<file path="src/include/rcr_pkg.sv">
// Constants and types shared by the reset cause recorder
package rcr_pkg;

  // Register byte offsets on the APB window
  localparam logic [11:0] OFF_STATUS = 12'h000;
  localparam logic [11:0] OFF_POWER_CONTROL_REGISTER   = 12'h004;
  localparam logic [11:0] OFF_CTRL   = 12'h008;
  localparam logic [11:0] OFF_STATE  = 12'h00c;

  // Values after reset and implemented bit masks
  localparam logic [7:0] STATUS_RST  = 8'h18;
  localparam logic [7:0] STATUS_IMPL = 8'h1f;
  localparam logic [7:0] STATUS_SW   = 8'h07;
  localparam logic [7:0] POWER_CONTROL_REGISTER_RST    = 8'h0c;
  localparam logic [7:0] POWER_CONTROL_REGISTER_IMPL   = 8'hcf;
  localparam logic [7:0] POWER_CONTROL_REGISTER_SW     = 8'hcf;
  localparam logic [7:0] CTRL_RST    = 8'h00;

  // Field positions
  localparam int TO_BIT    = 4;
  localparam int PD_BIT    = 3;
  localparam int OVF_BIT   = 7;
  localparam int UNF_BIT   = 6;
  localparam int PIN_CLEAR_FLAG_N_BIT = 3;
  localparam int RI_BIT    = 2;
  localparam int POR_BIT   = 1;
  localparam int BOR_BIT   = 0;
  localparam int STKEN_BIT = 0;
  localparam int GIE_BIT   = 1;

  // Program counter width and vectors
  localparam int          PC_W      = 15;
  localparam logic [14:0] RESET_VEC = 15'h0000;
  localparam logic [14:0] INT_VEC   = 15'h0004;

  typedef enum logic [3:0] {
    C_NONE        = 4'h0,
    C_POR         = 4'h1,
    C_BOR         = 4'h2,
    C_PIN_RUN     = 4'h3,
    C_PIN_SLEEP   = 4'h4,
    C_WDT_RUN     = 4'h5,
    C_WDT_WAKE    = 4'h6,
    C_INT_WAKE    = 4'h7,
    C_RESET_INSTR = 4'h8,
    C_OVF         = 4'h9,
    C_UNF         = 4'ha
  } cause_t;

  typedef enum logic [1:0] {
    ST_RUN   = 2'b00,
    ST_SLEEP = 2'b01,
    ST_STEP  = 2'b10
  } run_state_t;

endpackage

</file>
<file path="src/include/flag_bank_if.sv">
// Carrier between the recorder and one flag register
`timescale 1ns/1ps
interface flag_bank_if;
  logic       ce;
  logic       sw_we;
  logic [7:0] sw_data;
  logic [7:0] set_mask;
  logic [7:0] clr_mask;
  logic [7:0] q;
  modport ctrl (output ce, sw_we, sw_data, set_mask, clr_mask, input q);
  modport bank (input ce, sw_we, sw_data, set_mask, clr_mask, output q);
endinterface : flag_bank_if

</file>
<file path="src/core/reset_cause_recorder.sv">
// Reset and wake cause recorder with restart program counter choice
`timescale 1ns/1ps
// Function
// - Every reset event updates cause flags in the status register, the power control register or both.
// - Power-on loads 0000h, clears stack and power-on flags, keeps brown-out, sets the rest.
// - Brown-out loads 0000h, clears brown-out and stack flags, keeps power-on, sets the rest.
// - Clear pin while running loads 0000h and clears the pin-clear flag only.
// - Clear pin asleep loads 0000h, clears pin-clear and power-down, sets timeout.
// - Watchdog reset while running loads 0000h and clears the timeout flag.
// - Watchdog in sleep wakes at sleep address plus one, clearing timeout and power-down.
// - Interrupt wake sets timeout, clears power-down, resumes at sleep address plus one.
// - With interrupts enabled, after that instruction push return and jump 0004h.
// - Reset instruction loads 0000h and clears the reset-instruction flag only.
// - Enabled stack overflow loads 0000h and sets the overflow flag.
// - Enabled stack underflow loads 0000h and sets the underflow flag.
// - Unimplemented flag positions read as zero.
// - Sleep with an interrupt pending is a no-op and leaves power-down unchanged.
module reset_cause_recorder
  import rcr_pkg::*;
(
  // Clock, reset, enable
  input  wire logic            core_clk,
  input  wire logic            sys_rst,
  input  wire logic            ce,
  // APB slave
  input  wire logic            psel,
  input  wire logic            penable,
  input  wire logic            pwrite,
  input  wire logic [11:0]     paddr,
  input  wire logic [31:0]     pwdata,
  output logic [31:0]          prdata,
  output logic                 pready,
  output logic                 pslverr,
  // Reset and wake sources
  input  wire logic            por_event,
  input  wire logic            bor_event,
  input  wire logic            external_clear_pin_n,
  input  wire logic            watchdog_timer_expired,
  input  wire logic            interrupt_pending,
  input  wire logic            sleep_instr,
  input  wire logic            reset_instr,
  input  wire logic            stack_overflow,
  input  wire logic            stack_underflow,
  input  wire logic [PC_W-1:0] current_pc,
  // Core steering
  output logic                 pc_load,
  output logic [PC_W-1:0]      pc_value,
  output logic                 stack_push,
  output logic [PC_W-1:0]      push_addr,
  output logic                 asleep,
  output logic [3:0]           last_cause
);
  flag_bank_if status_fb ();
  flag_bank_if power_control_register_fb ();

  run_state_t      state_q, state_d;
  cause_t          cause_d, cause_q;
  logic            pin_prev_q;
  logic [7:0]      ctrl_q;
  logic [PC_W-1:0] sleep_pc_q;
  logic            pc_load_q, stack_push_q;
  logic [PC_W-1:0] pc_value_q, push_addr_q;
  logic [3:0]      rd_sel;
  logic            wr_status, wr_power_control_register, wr_ctrl;
  logic [31:0]     masks;

  // Per-cause masks: {power_control_register set, power_control_register clear, status set, status clear}
  function automatic logic [31:0] cause_masks(input cause_t c);
    logic [7:0] ps, pc, ss, sc;
    ps = 8'h00;
    pc = 8'h00;
    ss = 8'h00;
    sc = 8'h00;
    case (c)
      C_POR: begin
        ps = 8'h0c;
        pc = 8'hc2;
        ss = 8'h18;
      end
      C_BOR: begin
        ps = 8'h0c;
        pc = 8'hc1;
        ss = 8'h18;
      end
      C_PIN_RUN: begin
        pc = 8'h08;
      end
      C_PIN_SLEEP: begin
        pc = 8'h08;
        ss = 8'h10;
        sc = 8'h08;
      end
      C_WDT_RUN: begin
        sc = 8'h10;
      end
      C_WDT_WAKE: begin
        sc = 8'h18;
      end
      C_INT_WAKE: begin
        ss = 8'h10;
        sc = 8'h08;
      end
      C_RESET_INSTR: begin
        pc = 8'h04;
      end
      C_OVF: begin
        ps = 8'h80;
      end
      C_UNF: begin
        ps = 8'h40;
      end
      default: begin
        ps = 8'h00;
      end
    endcase
    cause_masks = {ps, pc, ss, sc};
  endfunction

  function automatic logic is_restart(input cause_t c);
    is_restart = (c != C_NONE) && (c != C_WDT_WAKE) && (c != C_INT_WAKE);
  endfunction

  wire in_sleep   = (state_q == ST_SLEEP);
  wire pin_fall   = pin_prev_q & ~external_clear_pin_n;
  wire stk_en     = ctrl_q[STKEN_BIT];
  wire global_interrupt_enable        = ctrl_q[GIE_BIT];

  assign cause_d = por_event              ? C_POR :
                   bor_event              ? C_BOR :
                   pin_fall               ? (in_sleep ? C_PIN_SLEEP : C_PIN_RUN) :
                   watchdog_timer_expired ? (in_sleep ? C_WDT_WAKE : C_WDT_RUN) :
                   (in_sleep & interrupt_pending) ? C_INT_WAKE :
                   reset_instr            ? C_RESET_INSTR :
                   (stack_overflow & stk_en)  ? C_OVF :
                   (stack_underflow & stk_en) ? C_UNF : C_NONE;

  // sleep only entered with no interrupt pending
  wire sleep_go  = (state_q == ST_RUN) & (cause_d == C_NONE) & sleep_instr & ~interrupt_pending;
  wire restart   = is_restart(cause_d);
  wire wake      = (cause_d == C_WDT_WAKE) | (cause_d == C_INT_WAKE);
  // vector only after an interrupt wake with interrupts enabled
  wire vec_go    = (state_q == ST_STEP) & (cause_d == C_NONE);

  assign masks = cause_masks(cause_d);

  // power-on and brown-out share the flag bank write path
  assign power_control_register_fb.ce         = ce;
  assign power_control_register_fb.sw_we      = wr_power_control_register;
  assign power_control_register_fb.sw_data    = pwdata[7:0];
  assign power_control_register_fb.set_mask   = masks[31:24];
  assign power_control_register_fb.clr_mask   = masks[23:16];
  assign status_fb.ce       = ce;
  assign status_fb.sw_we    = wr_status;
  assign status_fb.sw_data  = pwdata[7:0];
  assign status_fb.set_mask = masks[15:8] | (sleep_go ? 8'h10 : 8'h00);
  assign status_fb.clr_mask = masks[7:0] | (sleep_go ? 8'h08 : 8'h00);

  cause_flag_bank #(
    .RST_VAL (STATUS_RST),
    .IMPL    (STATUS_IMPL),
    .SW_MASK (STATUS_SW)
  ) u_status (
    .core_clk (core_clk),
    .sys_rst  (sys_rst),
    .fb       (status_fb.bank)
  );

  // unimplemented positions masked to zero in the bank
  cause_flag_bank #(
    .RST_VAL (POWER_CONTROL_REGISTER_RST),
    .IMPL    (POWER_CONTROL_REGISTER_IMPL),
    .SW_MASK (POWER_CONTROL_REGISTER_SW)
  ) u_power_control_register (
    .core_clk (core_clk),
    .sys_rst  (sys_rst),
    .fb       (power_control_register_fb.bank)
  );

  cause_apb_decode u_dec (
    .psel      (psel),
    .penable   (penable),
    .pwrite    (pwrite),
    .paddr     (paddr),
    .ce        (ce),
    .rd_sel    (rd_sel),
    .wr_status (wr_status),
    .wr_power_control_register   (wr_power_control_register),
    .wr_ctrl   (wr_ctrl),
    .pready    (pready),
    .pslverr   (pslverr)
  );

  // read mux, upper bytes always zero
  wire [7:0] rd_byte = ({8{rd_sel[0]}} & status_fb.q) |
                       ({8{rd_sel[1]}} & power_control_register_fb.q) |
                       ({8{rd_sel[2]}} & ctrl_q) |
                       ({8{rd_sel[3]}} & {2'b00, state_q, cause_q});
  assign prdata = {24'h000000, rd_byte};

  // Any reset or wake cancels a pending step toward the vector
  always_comb begin
    state_d = state_q;
    case (state_q)
      ST_RUN: begin
        if (sleep_go) begin
          state_d = ST_SLEEP;
        end
      end
      ST_SLEEP: begin
        if (restart || cause_d == C_WDT_WAKE) begin
          state_d = ST_RUN;
        end else if (cause_d == C_INT_WAKE) begin
          state_d = global_interrupt_enable ? ST_STEP : ST_RUN;
        end
      end
      ST_STEP: begin
        state_d = ST_RUN;
      end
      default: begin
        state_d = ST_RUN;
      end
    endcase
  end

  // wake resumes at sleep address plus one
  wire [PC_W-1:0] resume_pc = sleep_pc_q + 15'h0001;
  wire [PC_W-1:0] return_pc = sleep_pc_q + 15'h0002;

  always_ff @(posedge core_clk or posedge sys_rst) begin
    if (sys_rst) begin
      state_q    <= ST_RUN;
      cause_q    <= C_POR;
      pin_prev_q <= 1'b1;
      ctrl_q     <= CTRL_RST;
      sleep_pc_q <= RESET_VEC;
    end else if (ce) begin
      state_q    <= state_d;
      pin_prev_q <= external_clear_pin_n;
      if (cause_d != C_NONE) begin
        cause_q <= cause_d;
      end
      if (wr_ctrl) begin
        ctrl_q <= pwdata[7:0] & 8'h03;
      end
      if (sleep_go) begin
        sleep_pc_q <= current_pc;
      end
    end
  end

  // resets steer the counter to the reset vector
  always_ff @(posedge core_clk or posedge sys_rst) begin
    if (sys_rst) begin
      pc_load_q    <= 1'b0;
      pc_value_q   <= RESET_VEC;
      stack_push_q <= 1'b0;
      push_addr_q  <= RESET_VEC;
    end else if (ce) begin
      pc_load_q    <= restart | wake | (vec_go & ~restart);
      pc_value_q   <= restart ? RESET_VEC : (wake ? resume_pc : INT_VEC);
      stack_push_q <= vec_go & ~restart;
      push_addr_q  <= return_pc;
    end
  end

  assign pc_load    = pc_load_q;
  assign pc_value   = pc_value_q;
  assign stack_push = stack_push_q;
  assign push_addr  = push_addr_q;
  assign asleep     = (state_q == ST_SLEEP);
  assign last_cause = cause_q;
endmodule // reset_cause_recorder

</file>
<file path="src/core/cause_flag_bank.sv">
// One 8-bit flag register with software write and hardware set and clear
`timescale 1ns/1ps
module cause_flag_bank #(
  parameter logic [7:0] RST_VAL = 8'h00,
  parameter logic [7:0] IMPL    = 8'hff,
  parameter logic [7:0] SW_MASK = 8'hff
) (
  // Clock and reset
  input wire logic    core_clk,
  input wire logic    sys_rst,
  // Control side
  flag_bank_if.bank   fb
);
  logic [7:0] flags_q;
  logic [7:0] flags_d;
  wire  [7:0] sw_base = fb.sw_we ? ((flags_q & ~SW_MASK) | (fb.sw_data & SW_MASK)) : flags_q;

  // Hardware applied after software so an event wins over a write
  assign flags_d = ((sw_base | fb.set_mask) & ~fb.clr_mask) & IMPL;
  assign fb.q    = flags_q;

  always_ff @(posedge core_clk or posedge sys_rst) begin
    if (sys_rst) begin
      flags_q <= RST_VAL;
    end else if (fb.ce) begin
      flags_q <= flags_d;
    end
  end
endmodule // cause_flag_bank

</file>
<file path="src/core/cause_apb_decode.sv">
// APB address decode for the recorder registers
`timescale 1ns/1ps
module cause_apb_decode
  import rcr_pkg::*;
(
  // APB request
  input  wire logic        psel,
  input  wire logic        penable,
  input  wire logic        pwrite,
  input  wire logic [11:0] paddr,
  input  wire logic        ce,
  // Decoded strobes
  output logic [3:0]       rd_sel,
  output logic             wr_status,
  output logic             wr_power_control_register,
  output logic             wr_ctrl,
  output logic             pready,
  output logic             pslverr
);
  function automatic logic [3:0] reg_hit(input logic [11:0] a);
    reg_hit = {a == OFF_STATE, a == OFF_CTRL, a == OFF_POWER_CONTROL_REGISTER, a == OFF_STATUS};
  endfunction

  wire access = psel & penable & ce;
  wire [3:0] hit = reg_hit(paddr);

  // Zero wait states; a frozen block holds the bus until it runs again
  assign pready    = ce;
  assign pslverr   = access & (hit == 4'h0);
  assign rd_sel    = hit;
  assign wr_status = access & pwrite & hit[0];
  assign wr_power_control_register   = access & pwrite & hit[1];
  assign wr_ctrl   = access & pwrite & hit[2];
endmodule // cause_apb_decode

</file>
<file path="config.mk">
export PLATFORM = sky130hd
export DESIGN_NAME = reset_cause_recorder
export DESIGN_NICKNAME = d
export VERILOG_FILES = /design/src/include/rcr_pkg.sv /design/src/include/flag_bank_if.sv /design/src/core/reset_cause_recorder.sv /design/src/core/cause_flag_bank.sv /design/src/core/cause_apb_decode.sv
export SDC_FILE = /design/constraint.sdc
export NUM_CORES = 1
export LEC_CHECK = 0
export BUFFER_PORTS_ARGS = -buffer_cell sky130_fd_sc_hd__buf_4
export CORE_MARGIN = 3
export CORE_UTILIZATION = 40
export DETAILED_ROUTE_END_ITERATION = 6
export PLACE_DENSITY = 0.67
export SLEW_MARGIN = 5
export SYNTH_ARGS = -nofsm -noshare
export SYNTH_HDL_FRONTEND = slang
export SYNTH_SLANG_ARGS = --single-unit
</file>
<file path="constraint.sdc">
create_clock -name core_clk -period 3.9 [get_ports core_clk]
set_input_delay 1.17 -clock core_clk [delete_from_list [all_inputs] [get_ports core_clk]]
set_output_delay 1.17 -clock core_clk [all_outputs]
set_load 0.01 [all_outputs]
</file>
* Word-level counts from Yosys, hierarchy flattened
Cells that the tools add are included. W data, S select, Z words.
Storage, ports and cells: register bits 67, output and inout bits 71, word-level logic and storage cells 110
Cells by class: $add $sub $neg 2, eq/ne operators 19, muxes and demuxes 25, bitwise logic cells 38, reductions and logical operators 15
Operators with widths (count):
- $mux W4 | 9
- $or A8 B8 Y8 | 4
- $pmux W8 S4 | 1
- $mux W15 | 2
- $eq A12 B4 Y1 const B | 2
- $pmux W8 S3 | 1
- $and A1 B1 Y1 | 16
- $and A8 B8 Y8 | 2
- $eq A4 B3 Y1 const B | 4
- $add A15 B1 Y15 const B | 1
- $add A15 B2 Y15 const B | 1
- $pmux W5 S3 | 1
- $eq A12 B3 Y1 const B | 1
- $eq A4 B4 Y1 const B | 3
- $logic_not A12 Y1 | 1
- $mux W2 | 5
- $mux W5 | 2
- $or A5 B5 Y5 | 2
- $pmux W5 S2 | 1
- $and A8 B2 Y8 | 1
- $and A8 B5 Y8 | 1
- $and A8 B6 Y8 | 1
- $eq A4 B2 Y1 const B | 2
- $logic_not A4 Y1 | 2
- 23 further kinds | 33

* Logic depth before layout (Yosys ltp)
Gate-level depths: netlist of run 1.
depth in word-level cells 17, mapped depth 9

* Hierarchy
Synthesis of run 1 repeated with hierarchy kept, for this count alone.
Second synthesis, totals: cells, all modules 397, area total of the unflattened synthesis 4015.1 µm²
Modules (own cells, without submodules):
- reset_cause_recorder | times used 1, cells each 315, area an instance 3189.3 µm², seq. area each 1403.8 µm²
- cause_flag_bank at u_power_control_register | times used 1, cells each 36, area an instance 409.1 µm², seq. area each 152.6 µm²
- cause_flag_bank at u_status | times used 1, cells each 27, area an instance 309.0 µm², seq. area each 127.6 µm²
- cause_apb_decode | times used 1, cells each 19, area an instance 107.6 µm², seq. area each 0.0 µm²

* Least setup slack after synthesis of run 1
No wires, ideal clock.
path type input to output, start in paddr[7], end out prdata[6], arrival time 2.211 ns, required time 2.730 ns, path slack 0.519 ns, stages on the path 5, buffers on the path 0, cells stage by stage nor4_1 -> nand3_1 -> inv_1 -> nand2_1 -> nor3b_1
Between the ends: cells in the longest elaborated chain, start to end 5
RTL lines:
- from (decl) | line reset_cause_recorder.sv:29 | input wire logic [11:0] paddr,
- $eq A12 B3 Y1 or $logic_not A12 Y1 (tied branches) | line cause_apb_decode.sv:21 | reg_hit = {a == OFF_STATE, a == OFF_CTRL, a == OFF_POWER_CONTROL_REGISTER, a == OFF_STATUS};
- $and A8 B8 Y8 or $and A8 B5 Y8 (tied branches) | line reset_cause_recorder.sv:195, reset_cause_recorder.sv:194
- $or A8 B8 Y8 | line reset_cause_recorder.sv:194 | wire [7:0] rd_byte = ({8{rd_sel[0]}} & status_fb.q) |
- $or A8 B8 Y8 | line reset_cause_recorder.sv:195 | ({8{rd_sel[1]}} & power_control_register_fb.q) |
- $or A8 B8 Y8 (*) | line reset_cause_recorder.sv:196 | ({8{rd_sel[2]}} & ctrl_q) |
- to (decl) | line reset_cause_recorder.sv:31 | output logic [31:0] prdata,
Every way passes the cells marked *; elsewhere a longest branch is shown, timed or not.

* Worst setup path in the final report of run 1
start in paddr[1], end out prdata[7]
Same word-level chain as after synthesis.

==> results of run 1 <==
## report_power, final
part | total [mW] | internal, mW | switching [mW]
clock network | 0.657 | 0.381 | 0.275
logic | 0.352 | 0.192 | 0.160
registers | 0.861 | 0.774 | 0.0869
## metal layers
metal  GRT usage  vias up  part of all wire
li1            -     1438                 -
met1       0.230     1427              0.44
met2       0.286      103              0.48
met3      0.0440       11             0.062
met4      0.0528        0             0.012
met5           0        -                 0
## cell type report
cell class	instances	area, um2
sequential	67	1680
tap	108	135
inverter	23	88.8
fill	815	4260
timing repair buffer	100	751
multi-input combinational	264	1790
clock buffer	11	141
clock inverter	5	85.1
## worst register-to-register path, delay by kind of cell, from the launching register on
family,cells,cell delay (ps)
compound gates,1,370
buf+inv,2,340
flops,1,470
mux,1,380
simple gates,4,730
## registers in the layout (all words and copies together) (netlist names), 2 cells and up
signal / count
ctrl_q: 2
pc_value: 15
u_power_control_register.fb.q: 6
push_addr: 15
u_status.fb.q: 5
last_cause: 4
sleep_pc_q: 15
state_q: 2
## path summary, 6_finish.rpt
path / start / endpoint / slack [ps] / cells after the start
max in group asynchronous: sys_rst / u_power_control_register.fb.q[3] / 2350 / 3
min in group asynchronous: sys_rst / push_addr[12] / 820 / 2
hold reg to reg: u_power_control_register.fb.q[0] / u_power_control_register.fb.q[0] / 480 / 2
setup / recovery: paddr[1] / prdata[7] / 510 / 7
setup reg to reg: state_q[1] / sleep_pc_q[12] / 1480 / 8
hold / removal: u_power_control_register.fb.q[0] / u_power_control_register.fb.q[0] / 480 / 2
## cell families (layout without fill, tap and decap cells)
family                   after synthesis  after routing  synth area share
AO/OA/AOI/OAI                         71             71             0.129
multiplexers                          28             28            0.0969
flip-flops                            67             67             0.447
AND/OR/NAND/NOR                      113            113             0.158
buffers and inverters                 68            139             0.102
other                                  1             24          0.000994
adder cells (fa/ha/maj)                2              2           0.00663
XOR/XNOR                              26             26            0.0604
## through the flow
step / cells / hold WS, ps / cell area (um2) / utilization
3_3_place_gp: 562 / 464 / 4450 / 0.498
6_report: 578 / 483 / 4680 / 0.523
3_5_place_dp: 562 / 467 / 4450 / 0.498
5_1_grt: 578 / 510 / 4680 / 0.523
2_1_floorplan: 399 / 443 / 3860 / -
4_1_cts: 578 / 484 / 4680 / 0.523
## cells in the final DEF, fill, tap and decap left out, types with 10 or more instances in the layout
cell type	instances
nand3_1	14
a21oi_1	16
xor2_1	19
o21ai_0	14
inv_1	21
o22ai_1	17
mux2_2	15
nand2_1	21
dfrtp_1	61
clkbuf_8	10
buf_4	100
conb_1	24
nor2_1	36
==> flow_summary.toml, run 1 <==
[place]
gp_congestion = 0.851
port_buffers = 94
dp_slack_ps = 494
place_hpwl_um = 6610

[yosys]
synth_top_cells_by_area = "dfrtp_1, buf_4, mux2_2, xor2_1, dfstp_2"
ys_warn_count = 0
synthMostInstantiatedCell = "dfrtp_1"
synth_area_um2 = 3770
yosysTopAreaCellShare = 0.405
yosysUniqueCellTypes = 60
synthTopCellsByCount = "dfrtp_1, nor2_1, buf_4"
yosysTopAreaCell = "dfrtp_1"
synth_edf_count = 0
syn-instance-count = 376
ys_seq_elements = 67
ys.flop_type = "dfrtp_1"
yosysSeqAreaShare = 0.447
avgSynthCellArea_um2 = 10.0
async_flop_share = 1.00

[timing]
skew_ps = 12.0
maxSlewHeadroom = 0.391
fin_ws_ps = 512
rsz0062_at_grt = "false"
max_freq_mhz = 295
min_period_ps = 3390
setup_viol = 0
period_share = 0.869
worst_pin_slew_ps = 890
finalHoldViolations = 0
finalSetupTns_ps = 0
maxSlewViolCount = 0

[grt]
antenna_found_initial = 0
grt-ovfl-total = 0
grt_usage = 0.175
grt_max_degree = 40
grt_pass1_wl_um = 14300
grt_pass1_vias = 2899

[clock_network]
cts_tree = "yes"
post-cts-setup-buffer-count = 0
path_clk_slew_ps = 80
cts_made_buffers = 9
clkSinkCount = 67
cts_resized = 0
postCtsHoldBufs = 0
cts_max_level = 3
root_buffer = "clkbuf_8"
clk_latency_ps = 340
ctsLongestPathBuffers = 2

[routing]
post_drt_wl_per_cell_um = 15.6
first_iter_violations = 120
drc = 0
vias = 2979
via_per_inst = 5.15
routed_wl_um = 9000
first_pass_iters = 4
drtAntennaViolNets = 0

[pwr]
p_leak_nw = 2.15
power_density_nw_per_um2 = 400
power.total_mw = 1.87
ir_drop_mv = 0.222

[critical_path]
cp_top_family = "simple AND/OR/NAND/NOR gates"
crit_path_top_delay_cell = "nor4_1"
worst-endpoint-required_ps = 2730
cp_data_arrival_time_ps = 2220
critPathBufInv = 3
crit_chain = "buf_4 -> nor4_1 -> nand3_1 -> inv_1 -> nand2_1 -> nor3b_1 -> buf_4"
max_stage_delay_ps = 270
startpoint_type = "primary input"
worstSetupPathType = "in -> out"
crit_top_cell = "buf_4"
critical_path.max_fanout = 3
cp-end-kind = "output pin"

[final_layout]
diodes = 0
drive_above_1_share = 0.340
areaGrowthSynthToFinish_pct = 24.0
layout.nets = 541

[floorplan]
die_w_um = 103
die_height_um = 103
initial_utilization = 0.422
io_pins = 145
dieArea_um2 = 10600
rows = 34
core_um2 = 8930

[min_path]
hold_path_class = "reg -> reg"

[run]
drv_cap = 0

[run_status]
status = "finished, final reports clean"
No activity file was read; power rests on OpenSTA's default activity.
==> inputs of run 2 (changes only) <==
--- a/config.mk
+++ b/config.mk
@@ -5,6 +5,7 @@
 export SDC_FILE = /design/constraint.sdc
 export NUM_CORES = 1
 export LEC_CHECK = 0
+export ABC_AREA = 1
 export BUFFER_PORTS_ARGS = -buffer_cell sky130_fd_sc_hd__buf_4
 export CORE_MARGIN = 3
 export CORE_UTILIZATION = 40
==> run 2 against run 1 <==
Clock skew is essentially flat. Routed wire length grew 9.8%. Final cell count grew 25%. Hold slack lost 0.66 ps. Via count grew 18%. Largest power group unchanged.
==> flow_summary.toml, run 2 <==
[timing]
worst_pin_slew_ps = 597
max_freq_mhz = 266
timing.hold.ws_ps = 483
rsz0062_at_grt = "false"
finalSetupTns_ps = 0
maxSlewHeadroom = 0.602
period_share = 0.966
maxSlewViolCount = 0
min_period_ps = 3770
skew_ps = 11.7
finalHoldViolations = 0
setup_viol = 0
fin_ws_ps = 134

[clock_network]
ctsLongestPathBuffers = 2
cts_max_level = 3
cts_made_buffers = 9
clk_latency_ps = 350
cts_tree = "yes"
clkSinkCount = 67
cts_resized = 0
path_clk_slew_ps = 60
post-cts-setup-buffer-count = 0
postCtsHoldBufs = 0
root_buffer = "clkbuf_8"

[place]
dp_slack_ps = 148
port_buffers = 94
gp_congestion = 0.884
place_hpwl_um = 7460

[routing]
first_pass_iters = 5
first_iter_violations = 191
drc = 0
vias = 3504
post_drt_wl_per_cell_um = 13.7
routed_wl_um = 9880
via_per_inst = 4.84
drtAntennaViolNets = 0

[floorplan]
rows = 35
die_height_um = 106
initial_utilization = 0.421
core_um2 = 9460
die_w_um = 106
io_pins = 145
dieArea_um2 = 11200

[final_layout]
final_common_cell = "nand2_1"
multi_input_area_um2 = 1890
diodes = 0
drive_above_1_share = 0.309
layout.nets = 666
areaGrowthSynthToFinish_pct = 23.3
layout_common_cells = "nand2_1, buf_4, dfrtp_1"
final_core_util = 0.519
fillCellCount = 927
final-seq-area_um2 = 1680

[min_path]
holdPathStages = 2
hold_path_class = "reg -> reg"

[grt]
grt_usage = 0.180
grt-ovfl-total = 0
antenna_found_initial = 0
grt_max_degree = 48
grt_pass1_vias = 3362
grt_pass1_wl_um = 16300

[yosys]
ys.flop_type = "dfrtp_1"
syn-instance-count = 494
yosysTopAreaCell = "dfrtp_1"
synthTopCellsByCount = "nand2_1, dfrtp_1, inv_1"
synthMostInstantiatedCell = "nand2_1"
yosysUniqueCellTypes = 45
ys_seq_elements = 67
avgSynthCellArea_um2 = 8.06
yosysTopAreaCellShare = 0.383
async_flop_share = 1.00
yosysSeqAreaShare = 0.423
ys_warn_count = 0
synth_top_cells_by_area = "dfrtp_1, nand2_1, inv_1, buf_4, dfstp_2"
synth_edf_count = 0
synth_area_um2 = 3980

[pwr]
power.total_mw = 2.08
ir_drop_mv = 0.204
p_leak_nw = 2.51
power_density_nw_per_um2 = 424

[run_status]
status = "finished, final reports clean"

[critical_path]
startpoint_type = "primary input"
critical_path.max_fanout = 8
cp-end-kind = "output pin"
ff2ff_path_depth = 11
cp_data_arrival_time_ps = 2600
worst-endpoint-required_ps = 2730
worstSetupPathType = "in -> out"

[run]
drv_cap = 0
-- run 2: changes by cell type after synthesis, moves of 8 or more --
| cell | previous run | this run |
|---|---|---|
| a21oi_2 | 0 | 12 |
| clkbuf_1 | 17 | 6 |
| inv_1 | 22 | 56 |
| mux2_2 | 15 | 0 |
| mux2_4 | 8 | 0 |
| nand2_1 | 21 | 113 |
| nand4_1 | 5 | 15 |
| nor2_2 | 0 | 9 |
| o21ai_0 | 14 | 31 |
| o21ai_1 | 0 | 8 |
| o21ai_2 | 0 | 13 |
| o22ai_1 | 17 | 1 |
| xor2_1 | 19 | 8 |
-- run 2: path summary, 6_finish.rpt --
| check | startpoint | slack [ps] | endpoint |
|---|---|---|---|
| min in group asynchronous | sys_rst | 920 | pc_value[2] |
| max reg2reg | pin_prev_q | 1720 | state_q[0] |
| min | last_cause[0] | 480 | last_cause[0] |
| max | paddr[1] | 130 | prdata[2] |
| min reg2reg | last_cause[0] | 480 | last_cause[0] |
| max in group asynchronous | sys_rst | 2630 | push_addr[9] |
-- run 2: area by class of cell --
| class | instances | share of cell area |
|---|---|---|
| flip-flops and latches | 67 | 0.343 |
| inverters | 63 | 0.0489 |
| repair buffers | 99 | 0.151 |
| clock inverters | 5 | 0.0107 |
| clock buffers | 11 | 0.0288 |
| multi-input cells | 350 | 0.385 |
| well taps | 129 | 0.0329 |
-- run 2: cell families after synthesis --
logic type | synth area share
AOI/OAI and AO/OA | 0.157
xor gates and xnor gates | 0.0220
adders and majority gates | 0.00628
buffers and inverters | 0.125
DFF | 0.423
other | 0.000941
and+or+nand+nor | 0.267
-- run 2: worst max-delay path, stage by stage --
cell	delay [ps]
buf_4	110
or2_1	270
nor3_4	320
nand3_1	280
o221ai_1	280
buf_4	170
-- run 2: power breakdown --
part / internal (mW) / switching [mW]
Clock: 0.310 / 0.264
Combinational: 0.245 / 0.355
Sequential: 0.806 / 0.103
Total: 1.36 / 0.722
-- run 2: metal layers --
metal  wire [um]  up-vias  GRT usage
met5           0        -          0
li1            -     1747          -
met3         638       16     0.0423
met1        4410     1622      0.239
met4         153        0     0.0583
met2        4680      119      0.288
-- run 2: per-stage QoR --
stage | std cells | instance area, um2
2_1_floorplan | 517 | 4070
3_3_place_gp | 708 | 4720
3_5_place_dp | 708 | 4720
4_1_cts | 724 | 4910
5_1_grt | 724 | 4910
6_report | 724 | 4910
